===== src/design/otg_event_consts.vh =====
// register map, field positions and reset values of the otg event block
`ifndef OTG_EVENT_CONSTS_VH
`define OTG_EVENT_CONSTS_VH
`define OTG_CONTROL_WR 6'h0a
`define OTG_CONTROL_SET 6'h0b
`define OTG_CONTROL_CLR 6'h0c
`define RISE_EN_WR 6'h0d
`define RISE_EN_SET 6'h0e
`define RISE_EN_CLR 6'h0f
`define FALL_EN_WR 6'h10
`define FALL_EN_SET 6'h11
`define FALL_EN_CLR 6'h12
`define SRC_STATUS_ADDR 6'h13
`define EVT_LATCH_ADDR 6'h14
`define OTG_CONTROL_RST 8'h06
`define EDGE_EN_RST 8'h1f
`define SRC_MASK 8'h1f
`define CTRL_ID_PU_BIT 0
`define CTRL_DP_PD_BIT 1
`define CTRL_DM_PD_BIT 2
`define SRC_DETACH_BIT 0
`define SRC_SUPPLY_BIT 1
`define SRC_SESS_OK_BIT 2
`define SRC_SESS_OVER_BIT 3
`define SRC_IDENT_BIT 4
`endif


===== src/design/otg_event_detect_regs.v =====
// otg control, edge enable masks, live status and event latch registers
`timescale 1ns/10ps
`default_nettype none
`include "otg_event_consts.vh"

// Notes on behaviour
// - dm pull-down follows bit 2, resets on
// - dp pull-down follows bit 1, resets on
// - bit 0 enables id pull-up and sampling
// - control read 0a-0c, write/set/clear there
// - enabled rising source edge raises event
// - enabled falling source edge raises event
// - rise mask bits four to zero, sources
// - fall mask uses same bit positions
// - both masks reset to all five enabled
// - rise mask read 0d-0f, write/set/clear
// - fall mask read 10-12, write/set/clear
// - status at 13 shows live sources
// - status bits four to zero, sources
// - latch at 14 cleared by read, lowpower
module otg_event_detect_regs #(
    parameter NSRC = 5
) (
    // clock and reset
    input wire clk,
    input wire arst_n,
    // register access from the ulpi front end
    input wire [5:0] reg_addr,
    input wire reg_wr,
    input wire [7:0] reg_wdata,
    input wire reg_rd,
    output reg [7:0] reg_rdata,
    // raw detector levels, asynchronous
    input wire ident_grounded,
    input wire session_over,
    input wire session_ok_signal,
    input wire a_side_supply_ok,
    input wire downstream_detach_detect,
    // power state
    input wire low_power,
    // analog controls
    output wire minus_line_pd_en,
    output wire plus_line_pd_en,
    output wire ident_pin_pu_en,
    // event to rx command generator
    output reg event_pulse,
    output reg [7:0] event_status
);
    reg [7:0] ctrl_r;
    reg [7:0] ctrl_nxt;
    reg [7:0] rise_en_r;
    reg [7:0] rise_en_nxt;
    reg [7:0] fall_en_r;
    reg [7:0] fall_en_nxt;
    reg [7:0] latch_r;
    reg [7:0] latch_nxt;
    reg [7:0] prev_r;
    reg primed_r;
    wire [NSRC-1:0] raw_src;
    wire [NSRC-1:0] sync_src;
    wire [7:0] live;
    wire [7:0] rise_hit;
    wire [7:0] fall_hit;
    wire [7:0] hit;
    wire latch_rd;
    wire latch_clr;
    wire [1:0] ctrl_op;
    wire [1:0] rise_op;
    wire [1:0] fall_op;
    wire [7:0] rise_mask;
    wire [7:0] fall_mask;
    wire ident_grounded_rise_en;
    wire session_over_rise_en;
    wire session_ok_rise_en;
    wire supply_ok_rise_en;
    wire detach_rise_en;
    wire ident_grounded_fall_en;
    wire session_over_fall_en;
    wire session_ok_fall_en;
    wire supply_ok_fall_en;
    wire detach_fall_en;
    wire ident_sampled;
    wire [7:0] rise_seen;
    wire [7:0] fall_seen;
    wire any_hit;

    // operation codes of the write, set and clear addresses
    localparam [1:0] OP_KEEP = 2'd0;
    localparam [1:0] OP_WRITE = 2'd1;
    localparam [1:0] OP_SET = 2'd2;
    localparam [1:0] OP_CLEAR = 2'd3;

    // write, set or clear of one byte register
    function [7:0] wsc;
        input [7:0] cur;
        input [7:0] din;
        input [1:0] op;
        begin
            case (op)
                OP_WRITE: wsc = din;
                OP_SET: wsc = cur | din;
                OP_CLEAR: wsc = cur & ~din;
                default: wsc = cur;
            endcase
        end
    endfunction

    // op code for a register whose three addresses start at base
    function [1:0] opsel;
        input [5:0] addr;
        input [5:0] base;
        input wr;
        begin
            if (!wr)
                opsel = OP_KEEP;
            else if (addr == base)
                opsel = OP_WRITE;
            else if (addr == base + 6'h01)
                opsel = OP_SET;
            else if (addr == base + 6'h02)
                opsel = OP_CLEAR;
            else
                opsel = OP_KEEP;
        end
    endfunction

    // true when addr is one of the three addresses starting at base
    function in_span;
        input [5:0] addr;
        input [5:0] base;
        begin
            in_span = (addr >= base) && (addr <= base + 6'h02);
        end
    endfunction

    assign raw_src[`SRC_IDENT_BIT] = ident_grounded;
    assign raw_src[`SRC_SESS_OVER_BIT] = session_over;
    assign raw_src[`SRC_SESS_OK_BIT] = session_ok_signal;
    assign raw_src[`SRC_SUPPLY_BIT] = a_side_supply_ok;
    assign raw_src[`SRC_DETACH_BIT] = downstream_detach_detect;

    // detector levels are asynchronous, so two flops first
    src_sync #(
        .WIDTH(NSRC)
    ) u_sync (
        .clk(clk),
        .arst_n(arst_n),
        .async_in(raw_src),
        .sync_out(sync_src)
    );

    // id level only counts while its sampler is enabled
    assign ident_sampled = sync_src[`SRC_IDENT_BIT] &
        ctrl_r[`CTRL_ID_PU_BIT];

    // live status byte; reserved bits read zero, nothing latched
    assign live[7:5] = 3'b000;
    assign live[`SRC_IDENT_BIT] = ident_sampled;
    assign live[`SRC_SESS_OVER_BIT] = sync_src[`SRC_SESS_OVER_BIT];
    assign live[`SRC_SESS_OK_BIT] = sync_src[`SRC_SESS_OK_BIT];
    assign live[`SRC_SUPPLY_BIT] = sync_src[`SRC_SUPPLY_BIT];
    assign live[`SRC_DETACH_BIT] = sync_src[`SRC_DETACH_BIT];

    // raw transitions against the value held one cycle ago
    assign rise_seen = live & ~prev_r;
    assign fall_seen = ~live & prev_r;

    // rising-edge enables, one per source
    assign ident_grounded_rise_en = rise_en_r[`SRC_IDENT_BIT];
    assign session_over_rise_en = rise_en_r[`SRC_SESS_OVER_BIT];
    assign session_ok_rise_en = rise_en_r[`SRC_SESS_OK_BIT];
    assign supply_ok_rise_en = rise_en_r[`SRC_SUPPLY_BIT];
    assign detach_rise_en = rise_en_r[`SRC_DETACH_BIT];

    // falling-edge enables share the rising-edge positions
    assign ident_grounded_fall_en = fall_en_r[`SRC_IDENT_BIT];
    assign session_over_fall_en = fall_en_r[`SRC_SESS_OVER_BIT];
    assign session_ok_fall_en = fall_en_r[`SRC_SESS_OK_BIT];
    assign supply_ok_fall_en = fall_en_r[`SRC_SUPPLY_BIT];
    assign detach_fall_en = fall_en_r[`SRC_DETACH_BIT];

    // reserved mask bits are stored but never gate an edge
    assign rise_mask = {3'b000, ident_grounded_rise_en, session_over_rise_en,
        session_ok_rise_en, supply_ok_rise_en, detach_rise_en};
    assign fall_mask = {3'b000, ident_grounded_fall_en, session_over_fall_en,
        session_ok_fall_en, supply_ok_fall_en, detach_fall_en};

    // no edges until one sampled value is held after reset
    assign rise_hit = rise_seen & rise_mask & {8{primed_r}};
    assign fall_hit = fall_seen & fall_mask & {8{primed_r}};
    assign hit = (rise_hit | fall_hit) & `SRC_MASK;
    assign any_hit = |hit;

    // latch clears on its own read or while in low power
    assign latch_rd = reg_rd && (reg_addr == `EVT_LATCH_ADDR);
    assign latch_clr = latch_rd || low_power;

    // operation on each register from the address decode
    assign ctrl_op = opsel(reg_addr, `OTG_CONTROL_WR, reg_wr);
    assign rise_op = opsel(reg_addr, `RISE_EN_WR, reg_wr);
    assign fall_op = opsel(reg_addr, `FALL_EN_WR, reg_wr);

    // analog controls straight from the control register
    assign minus_line_pd_en = ctrl_r[`CTRL_DM_PD_BIT];
    assign plus_line_pd_en = ctrl_r[`CTRL_DP_PD_BIT];
    assign ident_pin_pu_en = ctrl_r[`CTRL_ID_PU_BIT];

    // control register next value
    always @* begin
        ctrl_nxt = wsc(ctrl_r, reg_wdata, ctrl_op);
    end

    // rising-edge mask next value
    always @* begin
        rise_en_nxt = wsc(rise_en_r, reg_wdata, rise_op);
    end

    // falling-edge mask next value
    always @* begin
        fall_en_nxt = wsc(fall_en_r, reg_wdata, fall_op);
    end

    // new event wins over a read clear so none is lost
    always @* begin
        if (latch_clr)
            latch_nxt = hit;
        else
            latch_nxt = latch_r | hit;
    end

    // control register; pull-downs on and id sampler off from reset
    always @(posedge clk or negedge arst_n) begin
        if (!arst_n)
            ctrl_r <= `OTG_CONTROL_RST;
        else
            ctrl_r <= ctrl_nxt;
    end

    // rising-edge mask; every source enabled after reset
    always @(posedge clk or negedge arst_n) begin
        if (!arst_n)
            rise_en_r <= `EDGE_EN_RST;
        else
            rise_en_r <= rise_en_nxt;
    end

    // falling-edge mask; every source enabled after reset
    always @(posedge clk or negedge arst_n) begin
        if (!arst_n)
            fall_en_r <= `EDGE_EN_RST;
        else
            fall_en_r <= fall_en_nxt;
    end

    // event latch
    always @(posedge clk or negedge arst_n) begin
        if (!arst_n)
            latch_r <= 8'h00;
        else
            latch_r <= latch_nxt;
    end

    // previous live value; primed one edge after reset
    always @(posedge clk or negedge arst_n) begin
        if (!arst_n) begin
            prev_r <= 8'h00;
            primed_r <= 1'b0;
        end else begin
            prev_r <= live;
            primed_r <= 1'b1;
        end
    end

    // event strobe for the rx command byte
    always @(posedge clk or negedge arst_n) begin
        if (!arst_n)
            event_pulse <= 1'b0;
        else
            event_pulse <= any_hit;
    end

    // live snapshot registered every cycle, on the same edge as the strobe
    always @(posedge clk or negedge arst_n) begin
        if (!arst_n)
            event_status <= 8'h00;
        else
            event_status <= live;
    end

    // read mux; unmapped addresses read zero
    always @* begin
        if (in_span(reg_addr, `OTG_CONTROL_WR))
            reg_rdata = ctrl_r;
        else if (in_span(reg_addr, `RISE_EN_WR))
            reg_rdata = rise_en_r;
        else if (in_span(reg_addr, `FALL_EN_WR))
            reg_rdata = fall_en_r;
        else if (reg_addr == `SRC_STATUS_ADDR)
            reg_rdata = live;
        else if (reg_addr == `EVT_LATCH_ADDR)
            reg_rdata = latch_r;
        else
            reg_rdata = 8'h00;
    end
endmodule
`default_nettype wire


===== src/design/src_sync.v =====
// two-stage synchroniser for the detector inputs
`timescale 1ns/10ps
`default_nettype none
module src_sync #(
    parameter WIDTH = 5
) (
    // clock and reset
    input wire clk,
    input wire arst_n,
    // asynchronous levels in, synchronised levels out
    input wire [WIDTH-1:0] async_in,
    output reg [WIDTH-1:0] sync_out
);
    reg [WIDTH-1:0] meta_r;

    // first stage only feeds the second stage
    always @(posedge clk or negedge arst_n) begin
        if (!arst_n) begin
            meta_r <= {WIDTH{1'b0}};
            sync_out <= {WIDTH{1'b0}};
        end else begin
            meta_r <= async_in;
            sync_out <= meta_r;
        end
    end
endmodule
`default_nettype wire


===== config.mk =====
export PLATFORM = sky130hd
export DESIGN_NAME = otg_event_detect_regs
export DESIGN_NICKNAME = d
export VERILOG_FILES = /design/src/design/otg_event_detect_regs.v /design/src/design/src_sync.v
export VERILOG_INCLUDE_DIRS = /design/src /design/src/design
export SDC_FILE = /design/constraint.sdc
export NUM_CORES = 1
export LEC_CHECK = 0
export BUFFER_PORTS_ARGS = -buffer_cell sky130_fd_sc_hd__buf_2
export CORE_MARGIN = 2
export CORE_UTILIZATION = 59
export CTS_CLUSTER_SIZE = 30
export DETAILED_ROUTE_END_ITERATION = 6
export PLACE_DENSITY = 0.87
export SYNTH_ARGS = -nofsm -noshare
export SYNTH_HDL_FRONTEND = slang
export SYNTH_SLANG_ARGS = --single-unit

===== constraint.sdc =====
create_clock -name clk -period 2.8 [get_ports clk]
set_input_delay 0.14 -clock clk [delete_from_list [all_inputs] [get_ports clk]]
set_output_delay 0.14 -clock clk [all_outputs]
set_load 0.05 [all_outputs]

Word-level counts from Yosys, hierarchy flattened

Index checks and enable logic that the tools add are counted.

Word-level logic and storage cells: 83
Output and inout bits: 20
Register bits after elaboration: 49
Input bits: 24

$lt $le $gt $ge: 6
Reductions and logical operators: 9
Bitwise gates (word level): 18
Mux-type cells: 21
Equality and inequality tests: 20

Operators by type and width:

| kind                                                                                | number |
|---|---|
| 8-bit case mux with 3 select lines                                                  | 3 |
| 8-bit 2-to-1 mux                                                                    | 6 |
| 6-bit by 4-bit == test with 1-bit output, second input constant                     | 6 |
| 5-bit bitwise AND                                                                   | 6 |
| 6-bit by 5-bit == test with 1-bit output, second input constant                     | 5 |
| 8-bit bitwise AND                                                                   | 3 |
| 2-bit 2-to-1 mux                                                                    | 12 |
| 8-bit bitwise OR                                                                    | 3 |
| 2-bit == test, second input constant                                                | 6 |
| 6-bit by 4-bit greater-or-equal comparator with 1-bit output, second input constant | 2 |
| 6-bit by 4-bit <= comparator with 1-bit output, second input constant               | 2 |
| 5-bit NOT                                                                           | 2 |
| 3-bit nonzero test                                                                  | 3 |
| 8-bit NOT                                                                           | 1 |
| 8-bit by 5-bit bitwise OR with 8-bit output                                         | 1 |
| 2-bit by 1-bit == test with 1-bit output, second input constant                     | 3 |
| 6-bit by 5-bit greater-or-equal comparator with 1-bit output, second input constant | 1 |
| 6-bit by 5-bit <= comparator with 1-bit output, second input constant               | 1 |
| 5-bit bitwise OR                                                                    | 1 |
| 5-bit OR reduction                                                                  | 1 |
| 1-bit logical AND                                                                   | 4 |
| 1-bit bitwise AND                                                                   | 1 |
| 1-bit logical OR                                                                    | 1 |

Logic depth before layout (Yosys ltp)

Depth after elaboration: 8
Depth in mapped cells: 6
Mapped depth without buffers: 5

By module

From an unflattened synthesis, not the netlist that was laid out.

Cell total of the unflattened synthesis: 214
Area total of the unflattened synthesis: 2183.3 µm²

Modules (own cells, without submodules):

| module                | area an instance (µm²) | instances | sequential area each (µm²) | cells each |
|---|---|---|---|---|
| otg_event_detect_regs | 1933.1                 | 1         | 915.9                      | 204 |
| src_sync              | 250.2                  | 1         | 250.2                      | 10 |

Worst setup path before layout

Ideal clock, no wire load.

Kind: input -> output
Start point: input port reg_addr[3]
End point: output port reg_rdata[0]
Setup slack: 0.811 ns
Required time: 2.660 ns
Data arrival time: 1.849 ns
Buffers on the path: 1
Cell stages on the path: 4
Cell sequence: or4b_1 -> buf_6 -> a2bb2oi_1 -> a31oi_1

Word-level cells in the longest chain between the ends: 6
Elaborated cells between the ends (all ways): 16
Classes of those cells: order compare: 6; eq/ne: 2; mux: 5; reduce/logical: 3

RTL lines:

| what                                                                                                                 | line                        | text |
|---|---|---|
| start, declared                                                                                                      | otg_event_detect_regs.v:28  | `input wire [5:0] reg_addr,` |
| parallel branches: the longest is 5 deep, another holds 6-bit by 5-bit greater-or-equal comparator with 1-bit output | --                          |  |
| 8-bit 2-to-1 mux (*)                                                                                                 | otg_event_detect_regs.v:292 | `` if (in_span(reg_addr, `OTG_CONTROL_WR)) `` |
| end, declared                                                                                                        | otg_event_detect_regs.v:32  | `output reg [7:0] reg_rdata,` |

Mark *: on every way between the ends.

Final worst setup path

Start point: input port reg_addr[2]
End point: output port reg_rdata[5]

Same word-level chain as after synthesis.

==> qor.csv <==
metric,value,unit
ctsHtreeMaxLevel,2,
areaGrowthSynthToFinish,15.5,%
ff2ff_path_depth,4,
worst_setup_path_end_kind,output pin,
peakVddDrop,397,uV
ys_seq_area_share,52.0,%
cts_tree,yes,
post_drt_wl_per_cell,17.8,um
async_flop_share,100,%
drc,0,
die_w,65.7,um
holdWs,-0.0172,ns
critPathRequiredTime,2.66,ns
clock-sinks,46,
syn_avg_cell_area,10.3,sq um
rsz0062_at_grt,no,
drt-initial-drc-count,265,
synth_cell_types,41,
vias_per_cell,6.24,
tns,0,ns
die-area,4310,sq um
clk_latency,0.31,ns
first_pass_iters,5,
placed_cells,296,
nNetsFinal,284,
violations,negative hold slack,
timing.rr.start,fall_en_r[2],
worstSetupPathType,primary input to output pin,
arrival,1.90,ns
setup_ws,0.763,ns
yosysWarnings,0,
regToRegSetupSlack,1.64,ns
layout-drive-gt1-share,26.1,%
synth_area_leaders,"dfrtp_1 (38%), dfstp_2 (14%), a22o_1 (6.6%)",
critPathLaunchType,primary input,
powerDensity,591,nW/um^2
slew_viol_final,0,
r2r_end,event_pulse,
pre_cts_ws,0.798,ns
fin_skew,0.00998,ns
fp.dieH,65.7,um
fin_cells,309,
cts_buffers,5,
grt_pass1_vias,1829,
grt_max_degree,47,
initial_utilization,61.3,%
most-common-layout-cells,"buf_2 (40), dfrtp_1 (34), nand2_1 (33)",
p_leak,0.00118,uW
ioPinCount,44,
synth_edf_count,0,
clk_pin_slew_worst_paths,0.08,ns
synth_largest_area_cell,dfrtp_1,
worstMarginPinSlew,0.976,ns
setup_viol,0,
min_path_type,primary input to asynchronous set/reset pin,
fp.coreArea,3660,sq um
layout_worst_path_cycle_share,72.8,%
ant_nets,0,
synth_top_area_share,37.9,%
syn-cell-area,2240,sq um
final_area,2590,sq um
num_vias,1928,
wl,5.51,mm
ys_ff_latch,46,
synth-main-ff-cell,dfrtp_1,
status,"complete, but fails checks",
io_buffers,40,
dpl.hpwl,3.80,mm
final_common_cell,buf_2,
antenna_cells,0,
syn_inst,217,
place.gp.congestion,0.912,
post_dp_cell_area,2450,sq um
antenna_found_initial,0,
postCtsSetupBuffers,0,
fillers,285,
grt_use_total,28.0,%
slew_headroom,34.9,%
max_clock_freq,491,MHz
crit_path_max_fanout,12,
cts_buffer_depth,2,
hold_viol_final,14,
rows,22,
grt_pass1_wl,8.89,mm
cts-root-buf,clkbuf_8,
period_minus_slack,2.04,ns
grt_overflow,0,
max_cap_viol_count,0,
-- cells by family after synthesis --
group | synth area share, %
AOI/OAI and AO/OA | 25.9
buffers and inverters | 4.07
DFF | 52.0
muxes | 1.34
other | 0.335
and+or+nand+nor | 16.4
-- flip-flops by register name, indices dropped and copies added (netlist names) --
signal,cells
ctrl_r,8
fall_en_r,8
rise_en_r,8
event_status,5
latch_r,5
u_sync.meta_r,5
u_sync.sync_out,5
event_pulse,1
primed_r,1
-- area by class of cell --
class / count / area, sq um / share of cell area, %
Clock buffer: 7 / 86.3 / 3.33
Clock inverter: 1 / 5.00 / 0.193
Inverter: 6 / 22.5 / 0.869
Multi-Input combinational cell: 155 / 993 / 38.3
Sequential cell: 46 / 1170 / 45.0
Tap cell: 48 / 60.1 / 2.32
Timing Repair Buffer: 46 / 258 / 9.95
-- per-layer routing --
metal  vias up  share of wire [%]  global-route usage [%]
li1        890                  -                       -
met1       945                 43                    36.5
met2        76                 48                    45.2
met3        17                6.9                    5.99
met4         0                2.7                    12.0
met5         -                  0                       0
-- what timing repair did --
action / CTS / global route
endpoints found under the hold margin: 5 / 0
hold buffers: 5 / 0
resized for setup: 0 / 0
-- cells in the mapped netlist, types with 2 or more instances --
cell type and n:
a221o_1 8, and2_1 2, a22oi_1 3, o221ai_1 2
nor3_4 2, dfrtp_1 34, nor3b_1 2, a21oi_1 8
nand2b_1 3, buf_4 3, nor2_1 6, o211a_2 2
o21ai_1 17, nand3b_1 9, a2bb2oi_1 3, dfstp_2 12
buf_2 4, o22ai_1 6, inv_1 6, nand2_1 33
o21ai_0 6, conb_1 2, a31oi_1 4, o211ai_1 2
clkbuf_1 3, nand3_1 2, mux2i_1 3, a22o_1 17
-- per-stage QoR --
stage	util, %	hold WS [ns]	power, uW
after CTS	70.8	0.0225	1530
after detailed placement	66.9	0.249	1120
after floorplan	-	-0.156	1020
after global routing	70.8	0.0742	1590
final	70.8	-0.0172	1530
after global placement	66.9	0.249	1110
-- how the worst max path moves through the flow --
stage | cells past startpoint | to | slack [ns] | from
2_1_floorplan | 4 | reg_rdata[0] | 0.81 | reg_addr[3]
3_3_place_gp | 6 | reg_rdata[4] | 0.82 | reg_addr[2]
3_5_place_dp | 6 | reg_rdata[7] | 0.80 | reg_addr[2]
4_1_cts | 6 | reg_rdata[7] | 0.79 | reg_addr[2]
5_1_grt | 6 | reg_rdata[4] | 0.68 | reg_addr[2]
6_report | 6 | reg_rdata[5] | 0.76 | reg_addr[2]
-- power by group --
part | total (uW) | switching, uW | leakage, uW | internal (uW)
Combinational | 300 | 195 | 0.000592 | 105
Sequential | 812 | 58.1 | 0.000536 | 754
Clock | 419 | 220 | 0.0000482 | 199
-- worst max-delay path, cell delays in order --
cell     delay (ns)
buf_2          0.18
or4b_1         0.73
a21oi_2        0.25
a22oi_1        0.11
a21oi_1        0.18
buf_2          0.29
(Power assumes the default switching activity.)
